### src/rtl/cmd_decoder_pkg.sv
// Package for the command byte decoder: field positions, opcodes, register map, types.
// Assumes one 10 MHz clock domain and an Avalon-MM slave with 32-bit data.
package cmd_decoder_pkg;

  // Command byte fields
  localparam int unsigned OP_LSB      = 0;  // Operation selector low bit
  localparam int unsigned OP_MSB      = 4;  // Operation selector high bit
  localparam int unsigned FIXED_BIT   = 5;  // One selects fixed point
  localparam int unsigned SHORT_BIT   = 6;  // One selects 16-bit fixed point
  localparam int unsigned SVC_BIT     = 7;  // Post-execution service request
  localparam logic [7:0]  SVC_MASK    = 8'h80;
  localparam logic [7:0]  CODE_MASK   = 8'h7f;

  // Command codes, with the service bit clear
  localparam logic [7:0] IDLE_COMMAND                 = 8'h00;
  localparam logic [7:0] SQUARE_ROOT_OP               = 8'h01;
  localparam logic [7:0] CIRCULAR_FUNCTION_OP         = 8'h02;
  localparam logic [7:0] COSINE_OP                    = 8'h03;
  localparam logic [7:0] SLOPE_FUNCTION_OP            = 8'h04;
  localparam logic [7:0] ARC_FUNCTION_OP              = 8'h05;
  localparam logic [7:0] ARC_COFUNCTION_OP            = 8'h06;
  localparam logic [7:0] ARC_SLOPE_OP                 = 8'h07;
  localparam logic [7:0] COMMON_LOG_OP                = 8'h08;
  localparam logic [7:0] NATURAL_EXPONENT_INVERSE_OP  = 8'h09;
  localparam logic [7:0] E_POWER_OP                   = 8'h0a;
  localparam logic [7:0] B_RAISED_TO_A_OP             = 8'h0b;
  localparam logic [7:0] FLOAT_ADD_OP                 = 8'h10;
  localparam logic [7:0] FLOAT_SUBTRACT_OP            = 8'h11;
  localparam logic [7:0] FLOAT_MULTIPLY_OP            = 8'h12;
  localparam logic [7:0] FLOAT_DIVIDE_OP              = 8'h13;
  localparam logic [7:0] FLOAT_NEGATE_OP              = 8'h15;
  localparam logic [7:0] FLOAT_DUP_TOP_OP             = 8'h17;
  localparam logic [7:0] FLOAT_STACK_ROTATE_OP        = 8'h18;
  localparam logic [7:0] FLOAT_SWAP_OP                = 8'h19;
  localparam logic [7:0] FLOAT_PUSH_PI_OP             = 8'h1a;
  localparam logic [7:0] LONG_INT_TO_FLOAT_OP         = 8'h1c;
  localparam logic [7:0] SHORT_INT_TO_FLOAT_OP        = 8'h1d;
  localparam logic [7:0] FLOAT_TO_LONG_INT_OP         = 8'h1e;
  localparam logic [7:0] FLOAT_TO_SHORT_INT_OP        = 8'h1f;
  localparam logic [7:0] LONG_ADD_OP                  = 8'h2c;
  localparam logic [7:0] LONG_SUBTRACT_OP             = 8'h2d;
  localparam logic [7:0] LONG_MULTIPLY_LOW_OP         = 8'h2e;
  localparam logic [7:0] LONG_DIVIDE_OP               = 8'h2f;
  localparam logic [7:0] LONG_NEGATE_OP               = 8'h34;
  localparam logic [7:0] LONG_MULTIPLY_HIGH_OP        = 8'h36;
  localparam logic [7:0] LONG_DUP_TOP_OP              = 8'h37;
  localparam logic [7:0] LONG_STACK_ROTATE_OP         = 8'h38;
  localparam logic [7:0] LONG_SWAP_OP                 = 8'h39;
  localparam logic [7:0] SHORT_ADD_OP                 = 8'h6c;
  localparam logic [7:0] SHORT_SUBTRACT_OP            = 8'h6d;
  localparam logic [7:0] SHORT_MULTIPLY_LOW_OP        = 8'h6e;
  localparam logic [7:0] SHORT_DIVIDE_OP              = 8'h6f;
  localparam logic [7:0] SHORT_NEGATE_OP              = 8'h74;
  localparam logic [7:0] SHORT_MULTIPLY_HIGH_OP       = 8'h76;
  localparam logic [7:0] SHORT_DUP_TOP_OP             = 8'h77;
  localparam logic [7:0] SHORT_STACK_ROTATE_OP        = 8'h78;
  localparam logic [7:0] SHORT_SWAP_OP                = 8'h79;

  // Stack arrangement after execution, one code per table pattern
  typedef enum logic [3:0] {
    ARR_KEEP,      // A B C D unchanged in place (or R B C D)
    ARR_RBUU,      // Result, B kept, C D undefined
    ARR_RUUU,      // Result only
    ARR_RBCU,      // Result, B C kept
    ARR_RCDU,      // Binary op, B consumed, bottom undefined
    ARR_RCDA,      // Binary op, A wraps to bottom
    ARR_RCUU,      // Power function
    ARR_ROTATE,    // B C D A
    ARR_DUP,       // A A B C
    ARR_SWAP,      // B A C D
    ARR_PUSH_RES,  // R A B C
    ARR_NONE       // Illegal or unknown code
  } stack_arr_t;

  // Flag update mask order: sign, zero, overflow, carry, error
  localparam int unsigned FLG_S = 4;
  localparam int unsigned FLG_Z = 3;
  localparam int unsigned FLG_O = 2;
  localparam int unsigned FLG_C = 1;
  localparam int unsigned FLG_E = 0;

  // Operand format
  typedef enum logic [1:0] { FMT_FLOAT, FMT_LONG, FMT_SHORT, FMT_ILLEGAL } fmt_t;

  // Decoded command carried to the execution side
  typedef struct packed {
    logic [4:0] op;        // Operation selector
    fmt_t       fmt;       // Operand format and precision
    logic       svc;       // Service request wanted
    logic       legal;     // Code found in the table
    stack_arr_t arr;       // Stack arrangement after execution
    logic [4:0] flags;     // Flags that this command updates
    logic       word16;    // Stack handled as eight 16-bit words
  } decoded_cmd_t;

  // Register map (word addresses, one per 32-bit register)
  localparam logic [3:0] ADDR_CMD    = 4'h0;  // W: command byte, R: latched byte
  localparam logic [3:0] ADDR_STATUS = 4'h1;  // R: busy, service request, decode
  localparam logic [3:0] ADDR_DONE   = 4'h2;  // W: execution complete strobe
  localparam logic [3:0] ADDR_ACK    = 4'h3;  // W: service acknowledge strobe
  localparam logic [31:0] UNMAPPED_READ = 32'hdead_beef;

  // Status word layout
  localparam int unsigned ST_BUSY  = 0;
  localparam int unsigned ST_SVC   = 1;
  localparam int unsigned ST_LEGAL = 2;
  localparam int unsigned ST_FMT   = 4;   // Two bits
  localparam int unsigned ST_ARR   = 8;   // Four bits
  localparam int unsigned ST_FLG   = 16;  // Five bits

endpackage

### src/rtl/cmd_decoder.sv
// Command byte decoder: latches one command, decodes it, tracks busy and service request.
// Assumes an Avalon-MM master on the same clock and an execution unit driving done.
`timescale 1ns/1ps
module cmd_decoder
  import cmd_decoder_pkg::*;
(
  input  wire logic         clk_sys_in,               // 10 MHz system clock
  input  wire logic         arst_n_in,                // Async reset, active low
  input  wire logic [3:0]   avs_address_in,           // Word address
  input  wire logic         avs_read_in,              // Read request
  input  wire logic         avs_write_in,             // Write request
  input  wire logic [31:0]  avs_writedata_in,         // Write data
  input  wire logic [3:0]   avs_byteenable_in,        // Byte lanes
  output logic [31:0]       avs_readdata_out,         // Read data
  output logic              avs_waitrequest_out,      // Stall
  input  wire logic         post_service_ack_n_in,    // Pin, active low
  output logic              post_service_request_out, // Service request pin
  output logic              busy_out,                 // Command executing
  output decoded_cmd_t      decoded_out               // Decode held while busy
);

  // Bus handshake: one wait cycle, then accept
  logic        ack_r;            // Answer phase flag
  logic [31:0] rdata_r;          // Registered read data
  logic [7:0]  cmd_r;            // Latched command byte
  logic        busy_r;           // Executing
  logic        svc_r;            // Service request level
  logic        ack_s1_r;         // Ack synchroniser stage one
  logic        ack_s2_r;         // Ack synchroniser stage two
  decoded_cmd_t dec_r;           // Held decode

  // Request decode
  wire logic req_w      = avs_read_in | avs_write_in;
  wire logic take_w     = req_w & ack_r;
  wire logic lane0_w    = avs_byteenable_in[0];
  wire logic wr_cmd_w   = take_w & avs_write_in & lane0_w & (avs_address_in == ADDR_CMD);
  wire logic wr_done_w  = take_w & avs_write_in & lane0_w & (avs_address_in == ADDR_DONE);
  wire logic wr_ack_w   = take_w & avs_write_in & lane0_w & (avs_address_in == ADDR_ACK);
  // A new command is taken only when idle; a command during execution is dropped
  wire logic accept_w   = wr_cmd_w & ~busy_r;
  wire logic finish_w   = wr_done_w & busy_r;
  wire logic ack_lvl_w  = ~ack_s2_r;

  wire logic [7:0] byte_w = avs_writedata_in[7:0];
  decoded_cmd_t dec_w;

  // Combinational decode of the incoming byte
  always_comb
  begin
    dec_w        = '0;
    dec_w.op     = byte_w[OP_MSB:OP_LSB];
    if (!byte_w[FIXED_BIT])
      dec_w.fmt  = byte_w[SHORT_BIT] ? FMT_ILLEGAL : FMT_FLOAT;  // undefined case
    else
      dec_w.fmt  = byte_w[SHORT_BIT] ? FMT_SHORT : FMT_LONG;
    dec_w.svc    = byte_w[SVC_BIT];
    dec_w.word16 = byte_w[FIXED_BIT] & byte_w[SHORT_BIT];
    dec_w.legal  = 1'b1;
    dec_w.arr    = ARR_NONE;
    dec_w.flags  = 5'h00;
    // codes compared with the service bit masked off
    // arrangements name entries A to D, A on top
    unique case (byte_w & CODE_MASK)
      SQUARE_ROOT_OP:             begin dec_w.arr = ARR_RBCU; dec_w.flags = 5'b11001; end
      CIRCULAR_FUNCTION_OP,
      COSINE_OP:                  begin dec_w.arr = ARR_RBUU; dec_w.flags = 5'b11000; end
      SLOPE_FUNCTION_OP:          begin dec_w.arr = ARR_RBUU; dec_w.flags = 5'b11001; end
      ARC_FUNCTION_OP,
      ARC_COFUNCTION_OP:          begin dec_w.arr = ARR_RUUU; dec_w.flags = 5'b11001; end
      ARC_SLOPE_OP:               begin dec_w.arr = ARR_RBUU; dec_w.flags = 5'b11000; end
      COMMON_LOG_OP,
      NATURAL_EXPONENT_INVERSE_OP,
      E_POWER_OP:                 begin dec_w.arr = ARR_RBUU; dec_w.flags = 5'b11001; end
      B_RAISED_TO_A_OP:           begin dec_w.arr = ARR_RCUU; dec_w.flags = 5'b11001; end
      FLOAT_ADD_OP, FLOAT_SUBTRACT_OP,
      FLOAT_MULTIPLY_OP,
      FLOAT_DIVIDE_OP:            begin dec_w.arr = ARR_RCDU; dec_w.flags = 5'b11001; end
      FLOAT_NEGATE_OP:            begin dec_w.arr = ARR_KEEP; dec_w.flags = 5'b11000; end
      FLOAT_DUP_TOP_OP,
      LONG_DUP_TOP_OP:            begin dec_w.arr = ARR_DUP; dec_w.flags = 5'b11000; end
      FLOAT_STACK_ROTATE_OP,
      LONG_STACK_ROTATE_OP:       begin dec_w.arr = ARR_ROTATE; dec_w.flags = 5'b11000; end
      FLOAT_SWAP_OP,
      LONG_SWAP_OP:               begin dec_w.arr = ARR_SWAP; dec_w.flags = 5'b11000; end
      FLOAT_PUSH_PI_OP:           begin dec_w.arr = ARR_PUSH_RES; dec_w.flags = 5'b11000; end
      LONG_INT_TO_FLOAT_OP,
      SHORT_INT_TO_FLOAT_OP:      begin dec_w.arr = ARR_RBCU; dec_w.flags = 5'b11000; end
      FLOAT_TO_LONG_INT_OP,
      FLOAT_TO_SHORT_INT_OP:      begin dec_w.arr = ARR_RBCU; dec_w.flags = 5'b11100; end
      LONG_ADD_OP:                begin dec_w.arr = ARR_RCDA; dec_w.flags = 5'b11011; end
      LONG_SUBTRACT_OP:           begin dec_w.arr = ARR_RCDA; dec_w.flags = 5'b11110; end
      LONG_MULTIPLY_LOW_OP,
      LONG_MULTIPLY_HIGH_OP:      begin dec_w.arr = ARR_RCDU; dec_w.flags = 5'b11100; end
      LONG_DIVIDE_OP:             begin dec_w.arr = ARR_RCDU; dec_w.flags = 5'b11001; end
      LONG_NEGATE_OP:             begin dec_w.arr = ARR_KEEP; dec_w.flags = 5'b11100; end
      // 16-bit arithmetic on top two words, then 16-bit stack codes
      SHORT_ADD_OP:               begin dec_w.arr = ARR_RCDA; dec_w.flags = 5'b11011; end
      SHORT_SUBTRACT_OP:          begin dec_w.arr = ARR_RCDA; dec_w.flags = 5'b11011; end
      SHORT_MULTIPLY_LOW_OP,
      SHORT_MULTIPLY_HIGH_OP,
      SHORT_DIVIDE_OP:            begin dec_w.arr = ARR_RCDU; dec_w.flags = 5'b11001; end
      SHORT_NEGATE_OP:            begin dec_w.arr = ARR_KEEP; dec_w.flags = 5'b11100; end
      SHORT_DUP_TOP_OP:           begin dec_w.arr = ARR_DUP; dec_w.flags = 5'b11000; end
      SHORT_STACK_ROTATE_OP:      begin dec_w.arr = ARR_ROTATE; dec_w.flags = 5'b11000; end
      SHORT_SWAP_OP:              begin dec_w.arr = ARR_SWAP; dec_w.flags = 5'b11000; end
      // Idle leaves stack and flags alone
      IDLE_COMMAND:               begin dec_w.arr = ARR_KEEP; dec_w.flags = 5'b00000; end
      // Undefined codes: no flag written, marked illegal
      default:                    begin dec_w.legal = 1'b0; end
    endcase
  end

  // Bus answer: waitrequest high on the first request cycle only
  always_ff @(posedge clk_sys_in or negedge arst_n_in)
  begin
    if (!arst_n_in)
      ack_r <= 1'b0;
    else
      ack_r <= req_w & ~ack_r;
  end
  assign avs_waitrequest_out = req_w & ~ack_r;

  // Read mux, unmapped reads give a marker value
  wire logic [31:0] status_w = {11'h000, dec_r.flags, 4'h0, 4'(dec_r.arr),
                                2'h0, 2'(dec_r.fmt), 1'b0, dec_r.legal, svc_r, busy_r};
  wire logic [31:0] rmux_w   = (avs_address_in == ADDR_CMD)    ? {24'h000000, cmd_r} :
                               (avs_address_in == ADDR_STATUS) ? status_w :
                               (avs_address_in == ADDR_DONE)   ? 32'h0000_0000 :
                               (avs_address_in == ADDR_ACK)    ? 32'h0000_0000 :
                               UNMAPPED_READ;

  // Read data registered in the wait cycle, valid at the accept edge
  always_ff @(posedge clk_sys_in or negedge arst_n_in)
  begin
    if (!arst_n_in)
      rdata_r <= 32'h0000_0000;
    else if (avs_read_in & ~ack_r)
      rdata_r <= rmux_w;
  end
  assign avs_readdata_out = rdata_r;

  // latch byte and decode, hold until the next accepted command
  always_ff @(posedge clk_sys_in or negedge arst_n_in)
  begin
    if (!arst_n_in)
    begin
      cmd_r <= 8'h00;
      dec_r <= '0;
    end
    else if (accept_w)
    begin
      cmd_r <= byte_w;
      dec_r <= dec_w;
    end
  end

  // Busy from accepted command until done strobe
  always_ff @(posedge clk_sys_in or negedge arst_n_in)
  begin
    if (!arst_n_in)
      busy_r <= 1'b0;
    else if (accept_w)
      busy_r <= 1'b1;
    else if (finish_w)
      busy_r <= 1'b0;
  end

  // Ack pin synchroniser, only stage two is read
  always_ff @(posedge clk_sys_in or negedge arst_n_in)
  begin
    if (!arst_n_in)
    begin
      ack_s1_r <= 1'b1;
      ack_s2_r <= 1'b1;
    end
    else
    begin
      ack_s1_r <= post_service_ack_n_in;
      ack_s2_r <= ack_s1_r;
    end
  end

  // Service request; completion with bit 7 set wins over a same-cycle ack
  // set on completion, clear by ack or clear-bit completion
  always_ff @(posedge clk_sys_in or negedge arst_n_in)
  begin
    if (!arst_n_in)
      svc_r <= 1'b0;
    else if (finish_w)
      svc_r <= dec_r.svc;
    else if (ack_lvl_w || wr_ack_w)
      svc_r <= 1'b0;
  end

  assign post_service_request_out = svc_r;
  assign busy_out                 = busy_r;
  assign decoded_out              = dec_r;

  // Assertions
  // request rises one edge after a bit-7 completion
  property p_svc_set;
    @(posedge clk_sys_in) disable iff (!arst_n_in)
    (finish_w && dec_r.svc) |=> post_service_request_out;
  endproperty
  a_svc_set: assert property (p_svc_set) else $error("service request not raised");

  property p_svc_clear;
    @(posedge clk_sys_in) disable iff (!arst_n_in)
    (finish_w && !dec_r.svc) |=> !post_service_request_out;
  endproperty
  a_svc_clear: assert property (p_svc_clear) else $error("service request not low");

  property p_svc_rise;
    @(posedge clk_sys_in) disable iff (!arst_n_in)
    $rose(post_service_request_out) |-> $past(finish_w);
  endproperty
  a_svc_rise: assert property (p_svc_rise) else $error("service request rose alone");

  property p_hold;
    @(posedge clk_sys_in) disable iff (!arst_n_in)
    (busy_r && !$past(accept_w)) |-> $stable(decoded_out);
  endproperty
  a_hold: assert property (p_hold) else $error("decode changed while busy");

  property p_fmt;
    @(posedge clk_sys_in) disable iff (!arst_n_in)
    accept_w && byte_w[FIXED_BIT] |=> (decoded_out.fmt != FMT_FLOAT);
  endproperty
  a_fmt: assert property (p_fmt) else $error("format decode wrong");

  property p_op;
    @(posedge clk_sys_in) disable iff (!arst_n_in)
    accept_w |=> (decoded_out.op == $past(avs_writedata_in[4:0]));
  endproperty
  a_op: assert property (p_op) else $error("operation selector wrong");

  // short precision only with both bits
  property p_short;
    @(posedge clk_sys_in) disable iff (!arst_n_in)
    accept_w |=> (decoded_out.word16 == ($past(byte_w[5]) && $past(byte_w[6])));
  endproperty
  a_short: assert property (p_short) else $error("precision decode wrong");

  property p_idle;
    @(posedge clk_sys_in) disable iff (!arst_n_in)
    accept_w && ((byte_w & CODE_MASK) == IDLE_COMMAND) |=> (decoded_out.flags == 5'h00);
  endproperty
  a_idle: assert property (p_idle) else $error("idle wrote flags");

  // Waitrequest lasts one cycle
  property p_wait;
    @(posedge clk_sys_in) disable iff (!arst_n_in)
    avs_waitrequest_out |=> !avs_waitrequest_out;
  endproperty
  a_wait: assert property (p_wait) else $error("waitrequest too long");

  c_cmd: cover property (@(posedge clk_sys_in) disable iff (!arst_n_in) accept_w);
  c_svc: cover property (@(posedge clk_sys_in) disable iff (!arst_n_in)
    $rose(post_service_request_out));
  c_ack: cover property (@(posedge clk_sys_in) disable iff (!arst_n_in)
    svc_r && ack_lvl_w);

endmodule // cmd_decoder

### config.mk
export PLATFORM = sky130hd
export DESIGN_NAME = cmd_decoder
export DESIGN_NICKNAME = d
export VERILOG_FILES = /design/src/rtl/cmd_decoder_pkg.sv /design/src/rtl/cmd_decoder.sv
export SDC_FILE = /design/constraint.sdc
export NUM_CORES = 1
export LEC_CHECK = 0
export BUFFER_PORTS_ARGS = -buffer_cell sky130_fd_sc_hd__buf_2
export CELL_PAD_IN_SITES_DETAIL_PLACEMENT = 0
export CELL_PAD_IN_SITES_GLOBAL_PLACEMENT = 2
export CORE_MARGIN = 2
export CORE_UTILIZATION = 27
export DETAILED_ROUTE_END_ITERATION = 8
export PLACE_DENSITY_LB_ADDON = 0.1
export SLEW_MARGIN = 20
export SYNTH_ARGS = -nofsm -noshare
export SYNTH_HDL_FRONTEND = slang
export SYNTH_SLANG_ARGS = --single-unit
### constraint.sdc
create_clock -name clk_sys_in -period 1.8 [get_ports clk_sys_in]
set_input_delay 0.18 -clock clk_sys_in [delete_from_list [all_inputs] [get_ports clk_sys_in]]
set_output_delay 0.18 -clock clk_sys_in [all_outputs]
set_load 0.005 [all_outputs]
==> results of run 1 <==
## layer usage
metal / GRT usage / wire length (um) / share of wire
met5: 0 / 0 / 0
met4: 0.0379 / 70 / 0.010
met3: 0.0176 / 371 / 0.054
met2: 0.222 / 3000 / 0.44
met1: 0.206 / 3430 / 0.50
## placed cells by master (no fill, tap or decap), drive strengths merged, types with 3 or more instances in the layout
| cell type | count |
|---|---|
| buf | 107 |
| nand2 | 52 |
| dfrtp | 40 |
| o21ai | 27 |
| a21oi | 19 |
| nor2 | 19 |
| nor2b | 7 |
| clkbuf | 6 |
| nand2b | 5 |
| mux2 | 5 |
| inv | 4 |
| nand4 | 4 |
| a31oi | 4 |
| o31ai | 4 |
| conb | 4 |
| a41oi | 4 |
| o211ai | 3 |
| mux2i | 3 |
| nand3 | 3 |
| or2 | 3 |
| and3 | 3 |
## repair_timing
action                    in CTS  in global routing
hold endpoints to repair      21                  0
buffers inserted               0                  0
hold buffers                   2                  0
resized for setup              0                  0
## report_power, final
group          total [W]  internal, W  switching (W)
Clock           0.000647     0.000309       0.000338
Sequential       0.00118      0.00107       0.000102
Combinational   0.000611     0.000300       0.000311
## logic make-up (layout without fill, tap and decap cells)
group | count (synthesis) | after routing | share of synthesized area
other | 1 | 4 | 0.00153
xor gates and xnor gates | 1 | 1 | 0.00357
muxes | 8 | 8 | 0.0367
AOI/OAI and AO/OA | 74 | 74 | 0.190
buffers and inverters | 47 | 121 | 0.112
adders and majority gates | 1 | 1 | 0.00510
DFF | 42 | 42 | 0.429
and+or+nand+nor | 108 | 108 | 0.222
## worst max-delay path: stages
cell       delay, ns
buf_2           0.19
and3b_1         0.21
o2111ai_2       0.25
o31ai_1         0.14
or4_4           0.58
mux2_4          0.27
## layout make-up
| cell class | instances | share of cell area |
|---|---|---|
| sequential | 42 | 0.340 |
| multi-input combinational | 196 | 0.368 |
| clock buffer | 6 | 0.0267 |
| timing repair buffer | 109 | 0.212 |
| clock inverter | 2 | 0.00404 |
| inverter | 4 | 0.00485 |
| tap | 108 | 0.0437 |
## stage by stage
step                setup TNS, ns  total power, W  area, um^2  std cells  utilization
finish                          0         0.00244        3090        467        0.353
global route                    0         0.00261        3090        467        0.353
CTS                             0         0.00248        3090        467        0.353
detailed placement         -0.199         0.00182        2980        457        0.340
global placement           -0.207         0.00182        2980        457        0.340
floorplan                       0         0.00156        2470        285            -
## state kept, by name, indices dropped and copies added (netlist names)
signal / flops
ack_r: 1
avs_readdata_out: 18
cmd_r: 8
ack_s1_r: 1
decoded_out: 11
busy_out: 1
ack_s2_r: 1
post_service_request_out: 1
## cell usage after synthesis (all sizes together) (4+ instances only)
cell    number  share of area
a41oi        4          0.017
nand4        4          0.010
o21ai       27          0.055
buf         28          0.083
inv          4         0.0061
dfrtp       40           0.41
nand2b       5          0.016
mux2         5          0.024
o31ai        4          0.012
a21oi       19          0.039
clkbuf      15          0.023
nor2b        7          0.021
nor2        19          0.029
nand2       52          0.080
a31oi        4          0.010
## worst paths after layout
check,start,endpoint,slack [ns],cells past startpoint
max in group asynchronous,arst_n_in,ack_s2_r,1.04,3
setup reg to reg,ack_r,cmd_r[6],0.25,5
setup / recovery,avs_writedata_in[3],decoded_out[10],0.17,6
min in group asynchronous,arst_n_in,avs_readdata_out[0],0.24,2
hold reg to reg,ack_s1_r,ack_s2_r,0.37,0
hold / removal,avs_writedata_in[7],cmd_r[7],0.07,3
==> impl_metrics.json, run 1 <==
{
  "crit_path_start_kind": "primary input",
  "seqCellArea_um2": 1050,
  "drtPass1Iterations": 4,
  "worstMarginPinSlew_ns": 0.524,
  "slew_violations": 0,
  "place_congestion": 0.787,
  "cts_max_level": 2,
  "clock_latency_ns": 0.30,
  "cellPowerDensity_nw_per_um2": 787,
  "syn-cell-area_um2": 2450,
  "finalSetupViolations": 0,
  "holdCritPathClass": "primary input to flop",
  "fin_crit_ns": 1.63,
  "root_buffer": "clkbuf_8",
  "ys.flop_type": "dfrtp_1",
  "multi_input_area_um2": 1140,
  "crit_arrival_ns": 1.82,
  "cts_sinks": 42,
  "avgSynthCellArea_um2": 8.70,
  "clkSlewWorstSetupHoldPaths_ns": 0.08,
  "fmax_mhz": 612,
  "hpwl_um": 5400,
  "synth-edff-count": 0,
  "cts_tree": "built",
  "rows": 34,
  "synth-async-reset-ratio": 1.00,
  "drt-initial-drc-count": 85,
  "grt_pass1_vias": 2185,
  "slew_headroom": 0.650,
  "status": "finished, final reports clean",
  "die_w_um": 99.3,
  "overflow": 0,
  "area_delta_synth_final_pct": 26.1,
  "worstSetupEndpointType": "flop",
  "drc": 0,
  "drv_cap": 0,
  "grt_use_total": 0.141,
  "crit_required_ns": 1.99,
  "path_max_fanout": 9,
  "start_util": 0.280,
  "setup_slack_ns": 0.166,
  "num_io_pins": 99,
  "avgViaCountPerCell": 4.71,
  "skew_ns": 0.00641,
  "vias": 2201,
  "totalWireLength_um": 6880,
  "fp.dieH_um": 99.3,
  "antenna_cells": 0,
  "grt_max_degree": 21,
  "antenna_found_initial": 0,
  "yosys_warnings": 0,
  "criticalPathCategory": "primary input to flop",
  "yosys.cell_types.count": 54,
  "io_buffers": 67,
  "cts_buffers": 5,
  "cts_buffer_depth": 2,
  "nFillCells": 957,
  "whs_ns": 0.0685,
  "drive_above_1_share": 0.370,
  "peakVddDrop_mv": 0.286,
  "core_area_um2": 8760,
  "pre_cts_slack_ns": -0.144,
  "netlist_instances": 282,
  "finalHoldViolCount": 0,
  "fin_crit_sh": 0.908,
  "p_leak_nw": 1.56,
  "rsz0062_at_grt": "false",
  "wl_per_cell_um": 14.7,
  "synth-seq-cells": 42,
  "nNetsFinal": 404,
  "yosysSeqAreaShare": 0.429,
  "grt_pass1_wl_um": 11200,
  "ant_nets": 0,
  "dieArea_um2": 9870
}
Power figures use the tool's default switching activity.
==> run 2: changes to the inputs <==
PLACE_DENSITY = 0.84   (was unset)
PLACE_DENSITY_LB_ADDON = unset   (was 0.1)
==> run 2 against run 1 <==
Combinational power is essentially flat. Setup slack gained 0.040 ns. Maximum frequency grew 2.5%. Sequential power is essentially flat. Register-to-register slack is essentially flat. Critical path depth is the same. Power shrank 0.78%. Clock power shrank 3.7%. Non-clock buffer count shrank 3. Critical endpoint unchanged. Largest cell class unchanged. Largest power group unchanged.
==> impl_metrics.json, run 2 (synthesis results as in run 1) <==
{
  "status": "finished, final reports clean",
  "wl_met3_um": 349,
  "p_int_w": 0.00168,
  "root_buffer": "clkbuf_8",
  "fp.dieH_um": 99.3,
  "cts_tree": "built",
  "drt-initial-drc-count": 105,
  "worstSetupStartpoint": "avs_writedata_in[6]",
  "grt_max_degree": 43,
  "vias": 2192,
  "pwr-share-comb": 0.253,
  "area_delta_synth_final_pct": 25.5,
  "overflow": 0,
  "crit_required_ns": 1.97,
  "ant_nets": 0,
  "crit_path_start_kind": "primary input",
  "rr_startpoint": "ack_r",
  "fmax_mhz": 627,
  "fin_crit_sh": 0.886,
  "drtPass1Iterations": 5,
  "wl_per_cell_um": 14.1,
  "clock_latency_ns": 0.29,
  "grt_pass1_vias": 2112,
  "drive_above_1_share": 0.362,
  "avgViaCountPerCell": 4.72,
  "pwr-share-seq": 0.489,
  "drc": 0,
  "core_area_um2": 8760,
  "slew_headroom": 0.641,
  "wl_met1_um": 3120,
  "die_w_um": 99.3,
  "final_cell_mix": "67 x buf_2, 52 x nand2_1, 40 x dfrtp_1",
  "path_cells": "buf_2 -> nand2b_4 -> a41o_1 -> a41o_1 -> or4_4 -> mux2_4",
  "rows": 34,
  "slew_violations": 0,
  "finalHoldViolCount": 0,
  "tns_ns": 0,
  "holdCritStartpoint": "avs_writedata_in[7]",
  "hpwl_um": 5040,
  "layout_commonest_cell": "buf_2",
  "fin_util": 0.352,
  "cpPeakStageDelay_ns": 0.57,
  "finalSetupViolations": 0,
  "cts_sinks": 42,
  "p_leak_nw": 1.56,
  "holdPathStages": 3,
  "p_sw_frac": 0.303,
  "slowest_stage": "or4_4",
  "largest_reg_flops": 18,
  "peakVddDrop_mv": 0.250,
  "num_io_pins": 99,
  "antenna_found_initial": 0,
  "start_util": 0.280,
  "worstMarginPinSlew_ns": 0.539,
  "clkSlewWorstSetupHoldPaths_ns": 0.08,
  "rsz0062_at_grt": "false",
  "antenna_cells": 0,
  "criticalPathCategory": "primary input to flop",
  "io_buffers": 67,
  "path_max_fanout": 4,
  "nNetsFinal": 401,
  "reg2reg_depth": 5,
  "grt_pass1_wl_um": 10900,
  "pre_cts_slack_ns": -0.0907,
  "fin_crit_ns": 1.59,
  "met2WireLength_um": 3010,
  "grt_use_total": 0.136,
  "post_cts_buffers": 0,
  "drv_cap": 0,
  "place_congestion": 0.828,
  "crit_top_cell": "a41o_1",
  "crit_arrival_ns": 1.77,
  "cts_buffers": 5,
  "pwr-share-clk": 0.258,
  "cts_max_level": 2,
  "cellPowerDensity_nw_per_um2": 784,
  "holdCritPathClass": "primary input to flop",
  "skew_ns": 0.00514,
  "switchingPower_w": 0.000731,
  "worstSetupEndpointType": "flop",
  "setup_slack_ns": 0.206,
  "highest_layer": "met4",
  "totalWireLength_um": 6550,
  "cts_buffer_depth": 2,
  "dieArea_um2": 9870
}
==> run 2: worst paths after layout <==
path                       slack [ns]                    to
setup / recovery                 0.21       decoded_out[10]
hold / removal                   0.09              cmd_r[7]
setup reg to reg                 0.26       decoded_out[10]
hold reg to reg                  0.36              ack_s2_r
max in group asynchronous        0.94  avs_readdata_out[10]
min in group asynchronous        0.49              cmd_r[4]
==> run 2: cell type report <==
type	count	area [um^2]
fillers	932	5680
multi-input cells	196	1140
inverters	4	15.0
clock buffers	7	86.3
repair buffers	106	646
clock inverters	1	5.00
flip-flops and latches	42	1050
well taps	108	135
==> run 2: timing repair <==
action	CTS	global route
hold buffers	2	0
hold endpoints to repair	41	0
gates resized for setup	0	0
==> run 2: metrics by stage <==
stage / std cells / hold WS (ns) / total power, W / area [um^2]
floorplan: 285 / -0.116 / 0.00156 / 2470
global placement: 454 / 0.281 / 0.00181 / 2970
detailed placement: 454 / 0.284 / 0.00182 / 2970
CTS: 464 / 0.0792 / 0.00245 / 3080
global route: 464 / 0.0745 / 0.00258 / 3080
finish: 464 / 0.0854 / 0.00242 / 3080
==> run 2: critical path: cells and delay by family <==
| kind | cells | cell delay [ns] |
|---|---|---|
| simple gates | 2 | 0.70 |
| compound gates | 2 | 0.51 |
| mux | 1 | 0.27 |
| buf+inv | 1 | 0.10 |
==> run 2: metal layers <==
layer  track usage  up-vias
li1              -     1101
met1         0.190     1018
met2         0.213       66
met3        0.0267        7
met4        0.0390        0
met5             0        -
==> run 2: power by group through the flow <==
stage | Combinational [W] | Clock [W] | Sequential (W)
finish | 0.000610 | 0.000623 | 0.00118
global route | 0.000687 | 0.000683 | 0.00121
CTS | 0.000620 | 0.000647 | 0.00119
detailed placement | 0.000615 | 0 | 0.00121
global placement | 0.000613 | 0 | 0.00120
floorplan | 0.000371 | 0 | 0.00119
